`config.mk`:
```
export PLATFORM = sky130hd
export DESIGN_NAME = uftp_top
export DESIGN_NICKNAME = d
export VERILOG_FILES = /design/src/design/uftp_pkg.sv /design/src/design/uftp_top.sv
export SDC_FILE = /design/constraint.sdc
export NUM_CORES = 1
export LEC_CHECK = 0
export ABC_AREA = 1
export BUFFER_PORTS_ARGS = -buffer_cell sky130_fd_sc_hd__buf_4
export CORE_MARGIN = 5
export CORE_UTILIZATION = 50
export CTS_BUF_LIST = sky130_fd_sc_hd__clkbuf_4
export DETAILED_ROUTE_END_ITERATION = 16
export HOLD_SLACK_MARGIN = 0.08
export PLACE_DENSITY = 0.81
export SLEW_MARGIN = 25
export SYNTH_ARGS = -nofsm -noshare
export SYNTH_HDL_FRONTEND = slang
export SYNTH_SLANG_ARGS = --single-unit
```
`constraint.sdc`:
```
create_clock -name clock_i -period 5.4 [get_ports clock_i]
set_input_delay 1.35 -clock clock_i [delete_from_list [all_inputs] [get_ports clock_i]]
set_output_delay 1.35 -clock clock_i [all_outputs]
set_load 0.05 [all_outputs]
```
`src/design/uftp_pkg.sv`:
```
package uftp_pkg;

  // ==========================================================================
  // Bus geometry.
  localparam int unsigned ADDR_W          = 12;
  localparam int unsigned DATA_W          = 32;

  // ==========================================================================
  // Register byte offsets.
  localparam logic [11:0] OFS_MODE        = 12'h000;
  localparam logic [11:0] OFS_CTRL        = 12'h004;
  localparam logic [11:0] OFS_TXBUF       = 12'h008;
  localparam logic [11:0] OFS_TXSTAT      = 12'h00C;
  localparam logic [11:0] OFS_RXBUF       = 12'h010;
  localparam logic [11:0] OFS_RXSTAT      = 12'h014;
  localparam logic [11:0] OFS_BAUD        = 12'h018;

  // ==========================================================================
  // Field positions of the operation mode register.
  localparam int unsigned MODE_POWER_BIT  = 7;
  localparam int unsigned MODE_TXE_BIT    = 6;
  localparam int unsigned MODE_RXE_BIT    = 5;
  localparam int unsigned MODE_PS_HI_BIT  = 4;
  localparam int unsigned MODE_PS_LO_BIT  = 3;
  localparam int unsigned MODE_CL_BIT     = 2;
  localparam int unsigned MODE_SL_BIT     = 1;

  // ==========================================================================
  // Field positions of the serial control and status registers.
  localparam int unsigned CTRL_DIR_BIT    = 1;
  localparam int unsigned CTRL_INV_BIT    = 0;
  localparam int unsigned TXSTAT_BUSY_BIT = 0;
  localparam int unsigned TXSTAT_FULL_BIT = 1;
  localparam int unsigned RXSTAT_OVR_BIT  = 0;
  localparam int unsigned RXSTAT_FRM_BIT  = 1;
  localparam int unsigned RXSTAT_PAR_BIT  = 2;
  localparam int unsigned RXSTAT_FULL_BIT = 3;

  // ==========================================================================
  // Reset values.
  localparam logic [7:0]  MODE_RESET      = 8'h01;
  localparam logic [1:0]  CTRL_RESET      = 2'h2;
  localparam logic [15:0] BAUD_RESET      = 16'h043D;

  // ==========================================================================
  // Parity select codes, high bit then low bit.
  localparam logic [1:0]  PAR_NONE        = 2'h0;
  localparam logic [1:0]  PAR_ZERO        = 2'h1;
  localparam logic [1:0]  PAR_ODD         = 2'h2;
  localparam logic [1:0]  PAR_EVEN        = 2'h3;

  // ==========================================================================
  // Frame state machines.
  typedef enum logic [4:0] {
    TX_IDLE   = 5'b00001,
    TX_START  = 5'b00010,
    TX_DATA   = 5'b00100,
    TX_PARITY = 5'b01000,
    TX_STOP   = 5'b10000
  } uftp_tx_state_t;

  typedef enum logic [4:0] {
    RX_IDLE   = 5'b00001,
    RX_START  = 5'b00010,
    RX_DATA   = 5'b00100,
    RX_PARITY = 5'b01000,
    RX_STOP   = 5'b10000
  } uftp_rx_state_t;

endpackage : uftp_pkg

```
`src/design/uftp_top.sv`:
```
module uftp_top (
  input  wire logic                          clock_i,
  input  wire logic                          rst_n_i,
  input  wire logic                          psel_i,
  input  wire logic                          penable_i,
  input  wire logic                          pwrite_i,
  input  wire logic [uftp_pkg::ADDR_W-1:0]   paddr_i,
  input  wire logic [uftp_pkg::DATA_W-1:0]   pwdata_i,
  input  wire logic [3:0]                    pstrb_i,
  output logic      [uftp_pkg::DATA_W-1:0]   prdata_o,
  output logic                               pready_o,
  output logic                               pslverr_o,
  input  wire logic                          serial_in_pin_i,
  output logic                               serial_out_pin_o,
  output logic                               tx_pin_assigned_o,
  output logic                               rx_pin_assigned_o,
  output logic                               tx_done_irq_o,
  output logic                               rx_done_irq_o,
  output logic                               rx_error_irq_o
);
  import uftp_pkg::*;

  // ==========================================================================
  // Configuration registers and decoded fields.
  logic [7:0]           operation_mode_reg_q;
  logic [1:0]           serial_control_reg_q;
  logic [15:0]          baud_q;
  logic                 unit_power_enable;
  logic                 tx_enable_bit;
  logic                 rx_enable_bit;
  logic [1:0]           parity_sel;
  logic                 char8;
  logic                 stop2;
  logic                 first_bit_select;
  logic                 tx_invert_select;
  logic [15:0]          baud_max;
  logic [15:0]          baud_half;
  logic                 core_rst;
  logic                 tx_rst;
  logic                 rx_rst;
  logic [2:0]           last_bit;

  assign unit_power_enable = operation_mode_reg_q[MODE_POWER_BIT];
  assign tx_enable_bit     = operation_mode_reg_q[MODE_TXE_BIT];
  assign rx_enable_bit     = operation_mode_reg_q[MODE_RXE_BIT];
  assign parity_sel        = {operation_mode_reg_q[MODE_PS_HI_BIT],
                              operation_mode_reg_q[MODE_PS_LO_BIT]};
  assign char8             = operation_mode_reg_q[MODE_CL_BIT];
  assign stop2             = operation_mode_reg_q[MODE_SL_BIT];
  assign first_bit_select  = serial_control_reg_q[CTRL_DIR_BIT];
  assign tx_invert_select  = serial_control_reg_q[CTRL_INV_BIT];
  assign baud_max          = (baud_q == 16'h0000) ? 16'h0000 : baud_q - 16'h0001;
  assign baud_half         = {1'b0, baud_max[15:1]};
  assign last_bit          = char8 ? 3'h7 : 3'h6;
  assign core_rst          = ~rst_n_i | ~unit_power_enable;
  assign tx_rst            = core_rst | ~tx_enable_bit;
  assign rx_rst            = core_rst | ~rx_enable_bit;

  // ==========================================================================
  // Bit order helper: reverses the character field for MSB-first frames.
  function automatic logic [7:0] order_bits(input logic [7:0] d,
                                            input logic       lsb_first,
                                            input logic       c8);
    logic [7:0] r;
    r = 8'h00;
    if (lsb_first) begin
      r = c8 ? d : {1'b0, d[6:0]};
    end else begin
      for (int i = 0; i < 8; i++) begin
        if (c8) begin
          r[i] = d[7-i];
        end else if (i < 7) begin
          r[i] = d[6-i];
        end
      end
    end
    return r;
  endfunction : order_bits

  // ==========================================================================
  // APB slave decode.
  logic                 acc;
  logic                 wr_ev;
  logic                 rd_ev;
  logic                 hit;
  logic [31:0]          rdata_d;
  logic                 txbuf_full_q;
  logic [7:0]           tx_buffer_q;
  logic [7:0]           rx_buffer_q;
  logic                 rx_full_q;
  logic [2:0]           rx_err_q;
  uftp_tx_state_t       tx_state_q;
  uftp_rx_state_t       rx_state_q;

  assign acc   = psel_i & penable_i & ~pready_o;
  assign wr_ev = acc & pwrite_i;
  assign rd_ev = acc & ~pwrite_i;

  always_comb begin
    hit     = 1'b1;
    rdata_d = 32'h0000_0000;
    unique case (paddr_i)
      OFS_MODE:   rdata_d[7:0]  = operation_mode_reg_q;
      OFS_CTRL:   rdata_d[1:0]  = serial_control_reg_q;
      OFS_TXBUF:  rdata_d[7:0]  = tx_buffer_q;
      OFS_TXSTAT: begin
        rdata_d[TXSTAT_BUSY_BIT] = (tx_state_q != TX_IDLE);
        rdata_d[TXSTAT_FULL_BIT] = txbuf_full_q;
      end
      OFS_RXBUF:  rdata_d[7:0]  = rx_buffer_q;
      OFS_RXSTAT: begin
        rdata_d[2:0]             = rx_err_q;
        rdata_d[RXSTAT_FULL_BIT] = rx_full_q;
      end
      OFS_BAUD:   rdata_d[15:0] = baud_q;
      default:    hit           = 1'b0;
    endcase
  end

  // ==========================================================================
  // APB answer: one wait cycle, then ready with data and error.
  always_ff @(posedge clock_i) begin
    if (!rst_n_i) begin
      pready_o  <= 1'b0;
      pslverr_o <= 1'b0;
      prdata_o  <= 32'h0000_0000;
    end else begin
      pready_o  <= acc;
      pslverr_o <= acc & ~hit;
      prdata_o  <= rd_ev ? rdata_d : 32'h0000_0000;
    end
  end

  // ==========================================================================
  // Software-written configuration.
  always_ff @(posedge clock_i) begin
    if (!rst_n_i) begin
      operation_mode_reg_q <= MODE_RESET;
      serial_control_reg_q <= CTRL_RESET;
      baud_q               <= BAUD_RESET;
    end else if (wr_ev) begin
      if (paddr_i == OFS_MODE && pstrb_i[0]) begin
        operation_mode_reg_q <= pwdata_i[7:0];
      end
      if (paddr_i == OFS_CTRL && pstrb_i[0]) begin
        serial_control_reg_q <= pwdata_i[1:0];
      end
      if (paddr_i == OFS_BAUD) begin
        if (pstrb_i[0]) begin
          baud_q[7:0] <= pwdata_i[7:0];
        end
        if (pstrb_i[1]) begin
          baud_q[15:8] <= pwdata_i[15:8];
        end
      end
    end
  end

  // ==========================================================================
  // Pin assignment.
  always_ff @(posedge clock_i) begin
    if (!rst_n_i) begin
      tx_pin_assigned_o <= 1'b0;
      rx_pin_assigned_o <= 1'b0;
    end else begin
      tx_pin_assigned_o <= unit_power_enable & tx_enable_bit;
      rx_pin_assigned_o <= unit_power_enable & rx_enable_bit;
    end
  end

  // ==========================================================================
  // Transmit buffer.
  logic                 tx_load;
  logic                 tx_buf_wr;

  assign tx_load   = (tx_state_q == TX_IDLE) & txbuf_full_q;
  assign tx_buf_wr = wr_ev & (paddr_i == OFS_TXBUF) & pstrb_i[0];

  always_ff @(posedge clock_i) begin
    if (tx_rst) begin
      tx_buffer_q  <= 8'h00;
      txbuf_full_q <= 1'b0;
    end else begin
      if (tx_buf_wr) begin
        tx_buffer_q <= pwdata_i[7:0];
      end
      txbuf_full_q <= tx_buf_wr | (txbuf_full_q & ~tx_load);
    end
  end

  // ==========================================================================
  // Transmit bit timer.
  logic [15:0]          tx_cnt_q;
  logic                 tx_tick;

  assign tx_tick = (tx_cnt_q == 16'h0000);

  always_ff @(posedge clock_i) begin
    if (tx_rst || tx_state_q == TX_IDLE || tx_tick) begin
      tx_cnt_q <= baud_max;
    end else begin
      tx_cnt_q <= tx_cnt_q - 16'h0001;
    end
  end

  // ==========================================================================
  // Transmit frame sequencer.
  logic [7:0]           tx_shift_reg_q;
  logic [2:0]           tx_bitn_q;
  logic                 tx_par_q;
  logic                 tx_stopn_q;
  logic                 tx_line_q;
  logic                 tx_ones;
  logic                 tx_par_d;

  assign tx_ones = ^(tx_buffer_q & (char8 ? 8'hFF : 8'h7F));

  always_comb begin
    unique case (parity_sel)
      PAR_EVEN: tx_par_d = tx_ones;
      PAR_ODD:  tx_par_d = ~tx_ones;
      default:  tx_par_d = 1'b0;
    endcase
  end

  always_ff @(posedge clock_i) begin
    if (tx_rst) begin
      tx_state_q     <= TX_IDLE;
      tx_shift_reg_q <= 8'h00;
      tx_bitn_q      <= 3'h0;
      tx_par_q       <= 1'b0;
      tx_stopn_q     <= 1'b0;
      tx_line_q      <= 1'b1;
      tx_done_irq_o  <= 1'b0;
    end else begin
      tx_done_irq_o <= 1'b0;
      unique case (tx_state_q)
        TX_IDLE: begin
          tx_line_q <= 1'b1;
          if (tx_load) begin
            tx_shift_reg_q <= order_bits(tx_buffer_q, first_bit_select, char8);
            tx_par_q       <= tx_par_d;
            tx_line_q      <= 1'b0;
            tx_state_q     <= TX_START;
          end
        end
        TX_START: begin
          if (tx_tick) begin
            tx_line_q      <= tx_shift_reg_q[0];
            tx_shift_reg_q <= {1'b0, tx_shift_reg_q[7:1]};
            tx_bitn_q      <= 3'h0;
            tx_state_q     <= TX_DATA;
          end
        end
        TX_DATA: begin
          if (tx_tick) begin
            if (tx_bitn_q == last_bit) begin
              if (parity_sel == PAR_NONE) begin
                tx_line_q  <= 1'b1;
                tx_stopn_q <= 1'b0;
                tx_state_q <= TX_STOP;
              end else begin
                tx_line_q  <= tx_par_q;
                tx_state_q <= TX_PARITY;
              end
            end else begin
              tx_line_q      <= tx_shift_reg_q[0];
              tx_shift_reg_q <= {1'b0, tx_shift_reg_q[7:1]};
              tx_bitn_q      <= tx_bitn_q + 3'h1;
            end
          end
        end
        TX_PARITY: begin
          if (tx_tick) begin
            tx_line_q  <= 1'b1;
            tx_stopn_q <= 1'b0;
            tx_state_q <= TX_STOP;
          end
        end
        TX_STOP: begin
          if (tx_tick) begin
            if (stop2 && !tx_stopn_q) begin
              tx_stopn_q <= 1'b1;
            end else begin
              tx_done_irq_o <= 1'b1;
              tx_state_q    <= TX_IDLE;
            end
          end
        end
        default: begin
          tx_state_q <= TX_IDLE;
        end
      endcase
    end
  end

  // ==========================================================================
  // Serial output driver.
  always_ff @(posedge clock_i) begin
    if (core_rst || !tx_enable_bit) begin
      serial_out_pin_o <= 1'b1;
    end else begin
      serial_out_pin_o <= tx_line_q ^ tx_invert_select;
    end
  end

  // ==========================================================================
  // Receive input and bit timer.
  logic                 rx_in;
  logic                 rx_prev_q;
  logic [15:0]          rx_cnt_q;
  logic                 rx_tick;

  assign rx_in   = unit_power_enable ? serial_in_pin_i : 1'b1;
  assign rx_tick = (rx_cnt_q == 16'h0000);

  always_ff @(posedge clock_i) begin
    if (rx_rst) begin
      rx_prev_q <= 1'b1;
      rx_cnt_q  <= 16'h0000;
    end else begin
      rx_prev_q <= rx_in;
      if (rx_state_q == RX_IDLE) begin
        rx_cnt_q <= baud_half;
      end else if (rx_tick) begin
        rx_cnt_q <= baud_max;
      end else begin
        rx_cnt_q <= rx_cnt_q - 16'h0001;
      end
    end
  end

  // ==========================================================================
  // Receive frame sequencer.
  logic [7:0]           rx_shift_q;
  logic [2:0]           rx_bitn_q;
  logic                 rx_par_q;
  logic                 rx_end;
  logic [7:0]           rx_data;
  logic                 rx_ones;
  logic                 rx_par_err;
  logic                 rx_frm_err;

  assign rx_data  = order_bits(char8 ? rx_shift_q : {1'b0, rx_shift_q[7:1]},
                               first_bit_select, char8);
  assign rx_ones  = (^rx_data) ^ rx_par_q;
  assign rx_end   = (rx_state_q == RX_STOP) & rx_tick;
  assign rx_frm_err = rx_end & ~rx_in;

  always_comb begin
    unique case (parity_sel)
      PAR_EVEN: rx_par_err = rx_ones;
      PAR_ODD:  rx_par_err = ~rx_ones;
      default:  rx_par_err = 1'b0;
    endcase
  end

  always_ff @(posedge clock_i) begin
    if (rx_rst) begin
      rx_state_q <= RX_IDLE;
      rx_shift_q <= 8'h00;
      rx_bitn_q  <= 3'h0;
      rx_par_q   <= 1'b0;
    end else begin
      unique case (rx_state_q)
        RX_IDLE: begin
          if (rx_prev_q && !rx_in) begin
            rx_state_q <= RX_START;
          end
        end
        RX_START: begin
          if (rx_tick) begin
            rx_bitn_q  <= 3'h0;
            rx_par_q   <= 1'b0;
            rx_state_q <= rx_in ? RX_IDLE : RX_DATA;
          end
        end
        RX_DATA: begin
          if (rx_tick) begin
            rx_shift_q <= {rx_in, rx_shift_q[7:1]};
            rx_bitn_q  <= rx_bitn_q + 3'h1;
            if (rx_bitn_q == last_bit) begin
              rx_state_q <= (parity_sel == PAR_NONE) ? RX_STOP : RX_PARITY;
            end
          end
        end
        RX_PARITY: begin
          if (rx_tick) begin
            rx_par_q   <= rx_in;
            rx_state_q <= RX_STOP;
          end
        end
        RX_STOP: begin
          if (rx_tick) begin
            rx_state_q <= RX_IDLE;
          end
        end
        default: begin
          rx_state_q <= RX_IDLE;
        end
      endcase
    end
  end

  // ==========================================================================
  // Receive buffer, error status and completion pulses.
  logic                 rx_buf_rd;
  logic                 rx_stat_rd;
  logic [2:0]           rx_err_new;

  assign rx_buf_rd  = rd_ev & (paddr_i == OFS_RXBUF);
  assign rx_stat_rd = rd_ev & (paddr_i == OFS_RXSTAT);
  assign rx_err_new = {rx_end & rx_par_err, rx_frm_err, rx_end & rx_full_q};

  always_ff @(posedge clock_i) begin
    if (core_rst) begin
      rx_buffer_q    <= 8'h00;
      rx_full_q      <= 1'b0;
      rx_err_q       <= 3'h0;
      rx_done_irq_o  <= 1'b0;
      rx_error_irq_o <= 1'b0;
    end else begin
      if (rx_end && !rx_full_q) begin
        rx_buffer_q <= rx_data;
      end
      rx_full_q      <= rx_end | (rx_full_q & ~rx_buf_rd);
      rx_err_q       <= (rx_stat_rd ? 3'h0 : rx_err_q) | rx_err_new;
      rx_done_irq_o  <= rx_end & (rx_err_new == 3'h0);
      rx_error_irq_o <= rx_end & (rx_err_new != 3'h0);
    end
  end

endmodule : uftp_top

```
* After elaboration in Yosys (flattened, before gate mapping)
Cells that the tools add are included.
Storage, ports and cells: register bits 156, input bits 54, output and inout port bits 40, logic and storage cells 247
Cells by class: add/subtract/negate cells 5, eq/ne operators 37, muxes and demuxes 82, bitwise gates (word level) 43, reductions and logical operators 46
Operators by type and width (count):
- 8-bit two-way mux | 10
- 5-bit two-way mux | 14
- 5-bit case mux with 5 select lines | 2
- 16-bit zero test | 3
- 16-bit two-way mux | 3
- 16-bit by 1-bit subtractor with 16-bit output, second input constant | 3
- 12-bit by 5-bit == test with 1-bit output, second input constant | 3
- 1-bit two-way mux | 34
- 2-bit inequality test, second input constant | 15
- 12-bit by 4-bit == test with 1-bit output, second input constant | 2
- 8-bit case mux with 3 select lines | 1
- 3-bit two-way mux | 7
- 1-bit bitwise AND | 20
- 4-bit case mux with 4 select lines | 1
- 8-bit XOR reduction | 2
- 15-bit two-way mux | 1
- 3-bit AND reduction | 5
- 1-bit NOT | 14
- 2-bit case mux with 7 select lines | 1
- 7-bit AND reduction | 2
- 12-bit by 3-bit == test with 1-bit output, second input constant | 1
- 12-bit zero test | 1
- 3-bit case mux with 2 select lines | 2
- 5-bit by 1-bit == test with 1-bit output, second input constant | 2
- 32 further kinds | 64

* Depth between registers and ports, before layout
depth after elaboration 10, gate-level depth with buffers 18, mapped depth without buffers 17

* Least setup slack after synthesis
No wires, ideal clock.
path kind input to register, start input port paddr_i[1] (netlist bit), end register operation_mode_reg_q[6], library setup time 0.120 ns, arrival time 2.480 ns, data required time 5.280 ns, setup slack 2.800 ns, stages 9, buffers on the path 1, path through nor2_2 -> nand2_1 -> nor2_1 -> nand2_1 -> nor2_1 -> inv_1 -> buf_2 -> o21ai_0 -> a21oi_1
On the way: cells in the longest elaborated chain, start to end 3
Ends and longest elaborated chain:
- from (decl) | line uftp_top.sv:7 | input wire logic [uftp_pkg::ADDR_W-1:0] paddr_i,
- 12-bit zero test | line uftp_top.sv:142 | if (paddr_i == OFS_MODE && pstrb_i[0]) begin
- 1-bit logical AND | line uftp_top.sv:142
- 2-bit AND reduction (no source line)
- to (signal assigned) | line uftp_top.sv:143 | operation_mode_reg_q <= pwdata_i[7:0];
- to (decl) | line uftp_top.sv:25 | logic [7:0] operation_mode_reg_q;
Every way passes these cells. A chain may end at the register's enable or synchronous reset.

* Worst setup path in the final report
start input port rst_n_i, end register tx_cnt_q[2]
On the way: cells in the longest elaborated chain, start to end 6
Ends and longest elaborated chain:
- from (decl) | line uftp_top.sv:3 | input wire logic rst_n_i,
- 1-bit NOT | line uftp_top.sv:55 | assign core_rst = ~rst_n_i | ~unit_power_enable;
- 1-bit bitwise OR | line uftp_top.sv:55
- 1-bit bitwise OR | line uftp_top.sv:56 | assign tx_rst = core_rst | ~tx_enable_bit;
- 1-bit logical OR (2 in series) | line uftp_top.sv:199 | if (tx_rst || tx_state_q == TX_IDLE || tx_tick) begin
- 16-bit two-way mux | line uftp_top.sv:199
- to (signal assigned) | line uftp_top.sv:200 | tx_cnt_q <= baud_max;
- to (signal assigned) | line uftp_top.sv:202 | tx_cnt_q <= tx_cnt_q - 16'h0001;
- to (decl) | line uftp_top.sv:193 | logic [15:0] tx_cnt_q;
Every way passes these cells.

==> flow_summary.json <==
{
  "wl_um": 19000,
  "cp_slowest_stage_delay_ns": 0.42,
  "antenna_found_initial": 1,
  "root_buffer": "clkbuf_4",
  "skew_ns": 0.0170,
  "cts_sinks": 140,
  "drt_pass1_iterations": 5,
  "setup_slack_ns": 2.02,
  "p_leak_nw": 3.50,
  "dieHeight_um": 132,
  "critPathMostFrequentCell": "inv_1",
  "nNetsFinal": 1173,
  "syn-cell-area_um2": 7490,
  "min_period_over_period_pct": 62.6,
  "cts-resized-gates": 0,
  "grt_start_max_net_pins": 27,
  "final_cell_mix": "nand2_1 (212), dfxtp_1 (140), inv_1 (125), nor2_1 (116), o21ai_0 (102)",
  "relSlewSlack_pct": 36.8,
  "finalHoldViolations": 0,
  "gp_congestion": 0.944,
  "drive_gt1_share_pct": 13.4,
  "drc_errors": 0,
  "vias": 7201,
  "coreArea_um2": 14600,
  "cp_max_fo": 20,
  "setup.worst_path.class": "in2reg",
  "ys_seq_area_share_pct": 37.4,
  "grt.total_usage_pct": 21.4,
  "grt_pass1_wl_um": 31200,
  "yosys_warnings": 0,
  "drv_slew": 0,
  "hold_class": "reg2reg",
  "utilization_pct": 56.4,
  "rsz0062_at_grt": "false",
  "critPathSlowestCell": "nor2_4",
  "grt_pass1_vias": 6407,
  "tns_ns": 0,
  "clkSlewWorstSetupHoldPaths_ns": 0.10,
  "first_iter_violations": 684,
  "vdd_drop_max_mv": 0.153,
  "die_w_um": 132,
  "ctsHoldBuffers": 0,
  "drv_cap": 0,
  "synth_edf_count": 0,
  "dpl.hpwl_um": 14300,
  "cp_num_buf_inv": 4,
  "postSynthCellCount": 1061,
  "critical_path.endpoint_type": "register",
  "path_delay_family": "simple AND/OR/NAND/NOR gates",
  "worstPathRequired_ns": 5.81,
  "cp-startpoint": "rst_n_i",
  "syn_area_per_cell_um2": 7.06,
  "period_needed_ns": 3.38,
  "cts.path.max_buffers": 2,
  "cp-start-kind": "primary input",
  "setup-violations-final": 0,
  "worst_slew_pin_slew_ns": 0.945,
  "start_util_pct": 51.3,
  "viasPerCell": 5.50,
  "ant_nets": 0,
  "cts-buffers-inserted": 17,
  "postPlaceCellArea_um2": 7910,
  "clk_latency_ns": 0.55,
  "ios": 94,
  "whs_ns": 0.474,
  "cts_setup_buffers": 0,
  "final_common_cell": "nand2_1",
  "synthDistinctLibCells": 57,
  "cts.htree.levels": 4,
  "dieArea_um2": 17500,
  "ys_seq_elements": 140,
  "rr_startpoint": "operation_mode_reg_q[7]",
  "cp.arrival_ns": 3.79,
  "rows": 44,
  "power_density_nw_per_um2": 224,
  "status": "complete, no violations",
  "crit_chain": "buf_4 > nand2_2 > nor2_4 > inv_1 > nor2_1 > inv_1 > nor2_2 > inv_1 > nand2_1 > o21ai_0",
  "wl_per_cell_um": 14.5,
  "cts_tree": "done",
  "grt_overflow": 0,
  "pre_cts_slack_ns": 1.48,
  "hold_start": "tx_cnt_q[0]",
  "ys.flop_type": "dfxtp_1",
  "max_freq_mhz": 296,
  "finalInstanceArea_um2": 8230,
  "area.growth.synth_to_final_pct": 9.86,
  "synthArstFlopShare_pct": 0,
  "portBuffers": 59
}
[state kept, by name (all words and copies together) (netlist names), 2 cells and up]
| name | cells |
|---|---|
| rx_err_q | 3 |
| tx_shift_reg_q | 8 |
| rx_cnt_q | 16 |
| tx_buffer_q | 8 |
| prdata_o | 16 |
| tx_cnt_q | 16 |
| serial_control_reg_q | 2 |
| rx_state_q | 5 |
| rx_buffer_q | 8 |
| rx_bitn_q | 3 |
| tx_state_q | 5 |
| tx_bitn_q | 3 |
| rx_shift_q | 8 |
| baud_q | 16 |
| operation_mode_reg_q | 8 |
[stage by stage]
step / total power (W) / std cells
3_5_place_dp: 0.00112 / 1277
5_1_grt: 0.00191 / 1310
2_1_floorplan: 0.00110 / 1076
6_report: 0.00185 / 1310
3_3_place_gp: 0.00112 / 1277
4_1_cts: 0.00186 / 1309
[final cells by class]
type | count | area (µm²)
antenna | 1 | 2.50
clock buffer | 19 | 143
clock inverter | 13 | 174
fill | 1331 | 6360
inverter | 133 | 508
multi-input combinational | 759 | 3910
sequential | 140 | 2800
tap | 184 | 230
timing repair buffer | 61 | 458
[worst paths after layout]
path	slack [ns]	depth (start not counted)	to
min	0.47	1	tx_cnt_q[0]
max reg2reg	2.63	9	tx_cnt_q[2]
min reg2reg	0.47	1	tx_cnt_q[0]
max	2.02	10	tx_cnt_q[2]
[worst reg2reg max path: cells and delay by family (launching register included)]
kind / cells / cell delay (ns)
buffers and inverters: 3 / 0.84
AO/OA/AOI/OAI: 1 / 0.09
flip-flops: 1 / 0.40
AND/OR/NAND/NOR: 5 / 1.32
[logic make-up (layout without fill, tap and decap cells)]
group                      count (synthesis)  after routing  share of synthesized area [%]
AOI/OAI and AO/OA                        251            251                           19.1
and+or+nand+nor                          453            453                           27.3
adders and majority gates                  7              7                           1.17
other                                      1             17                         0.0501
DFF                                      140            140                           37.4
buffers and inverters                    177            226                           11.1
xor gates and xnor gates                  32             32                           3.84
[cell usage after synthesis, types with 3 or more instances]
| master | instances | area share, % |
|---|---|---|
| nand2_1 | 212 | 11 |
| o22ai_1 | 14 | 1.2 |
| a21oi_1 | 79 | 5.3 |
| nand4_1 | 15 | 1.3 |
| dfxtp_1 | 140 | 37 |
| inv_2 | 5 | 0.25 |
| nor2_2 | 9 | 0.75 |
| buf_4 | 17 | 1.7 |
| xor2_1 | 17 | 2.0 |
| nand2_2 | 17 | 1.4 |
| o21ai_1 | 6 | 0.40 |
| a311oi_1 | 5 | 0.58 |
| o211ai_1 | 5 | 0.50 |
| a211oi_1 | 15 | 1.5 |
| nand3_1 | 45 | 3.0 |
| buf_2 | 7 | 0.47 |
| inv_1 | 125 | 6.3 |
| nor2_1 | 116 | 5.8 |
| a41oi_1 | 3 | 0.35 |
| buf_6 | 8 | 1.2 |
| nor3_2 | 3 | 0.40 |
| a31oi_1 | 6 | 0.50 |
| o21ai_0 | 102 | 6.8 |
| xnor2_1 | 14 | 1.6 |
| ha_1 | 7 | 1.2 |
| nor2_4 | 8 | 1.2 |
| clkbuf_1 | 10 | 0.50 |
| nand3_2 | 6 | 0.80 |
| nor3_1 | 13 | 0.87 |
[routing by layer]
| metal | part of all wire (%) | track usage [%] |
|---|---|---|
| met5 | 0 | 0 |
| met4 | 2.8 | 9.05 |
| met3 | 8.4 | 4.01 |
| met2 | 44 | 32.1 |
| met1 | 45 | 30.0 |
[where the power goes]
group          switching, W  total (W)  internal [W]  leakage (nW)
clock network      0.000373   0.000746      0.000373         0.167
logic             0.0000461  0.0000663     0.0000201          2.21
registers       0.000000285    0.00103       0.00103          1.13
total              0.000420    0.00185       0.00143          3.50
No activity file was read; power rests on OpenSTA's default activity.
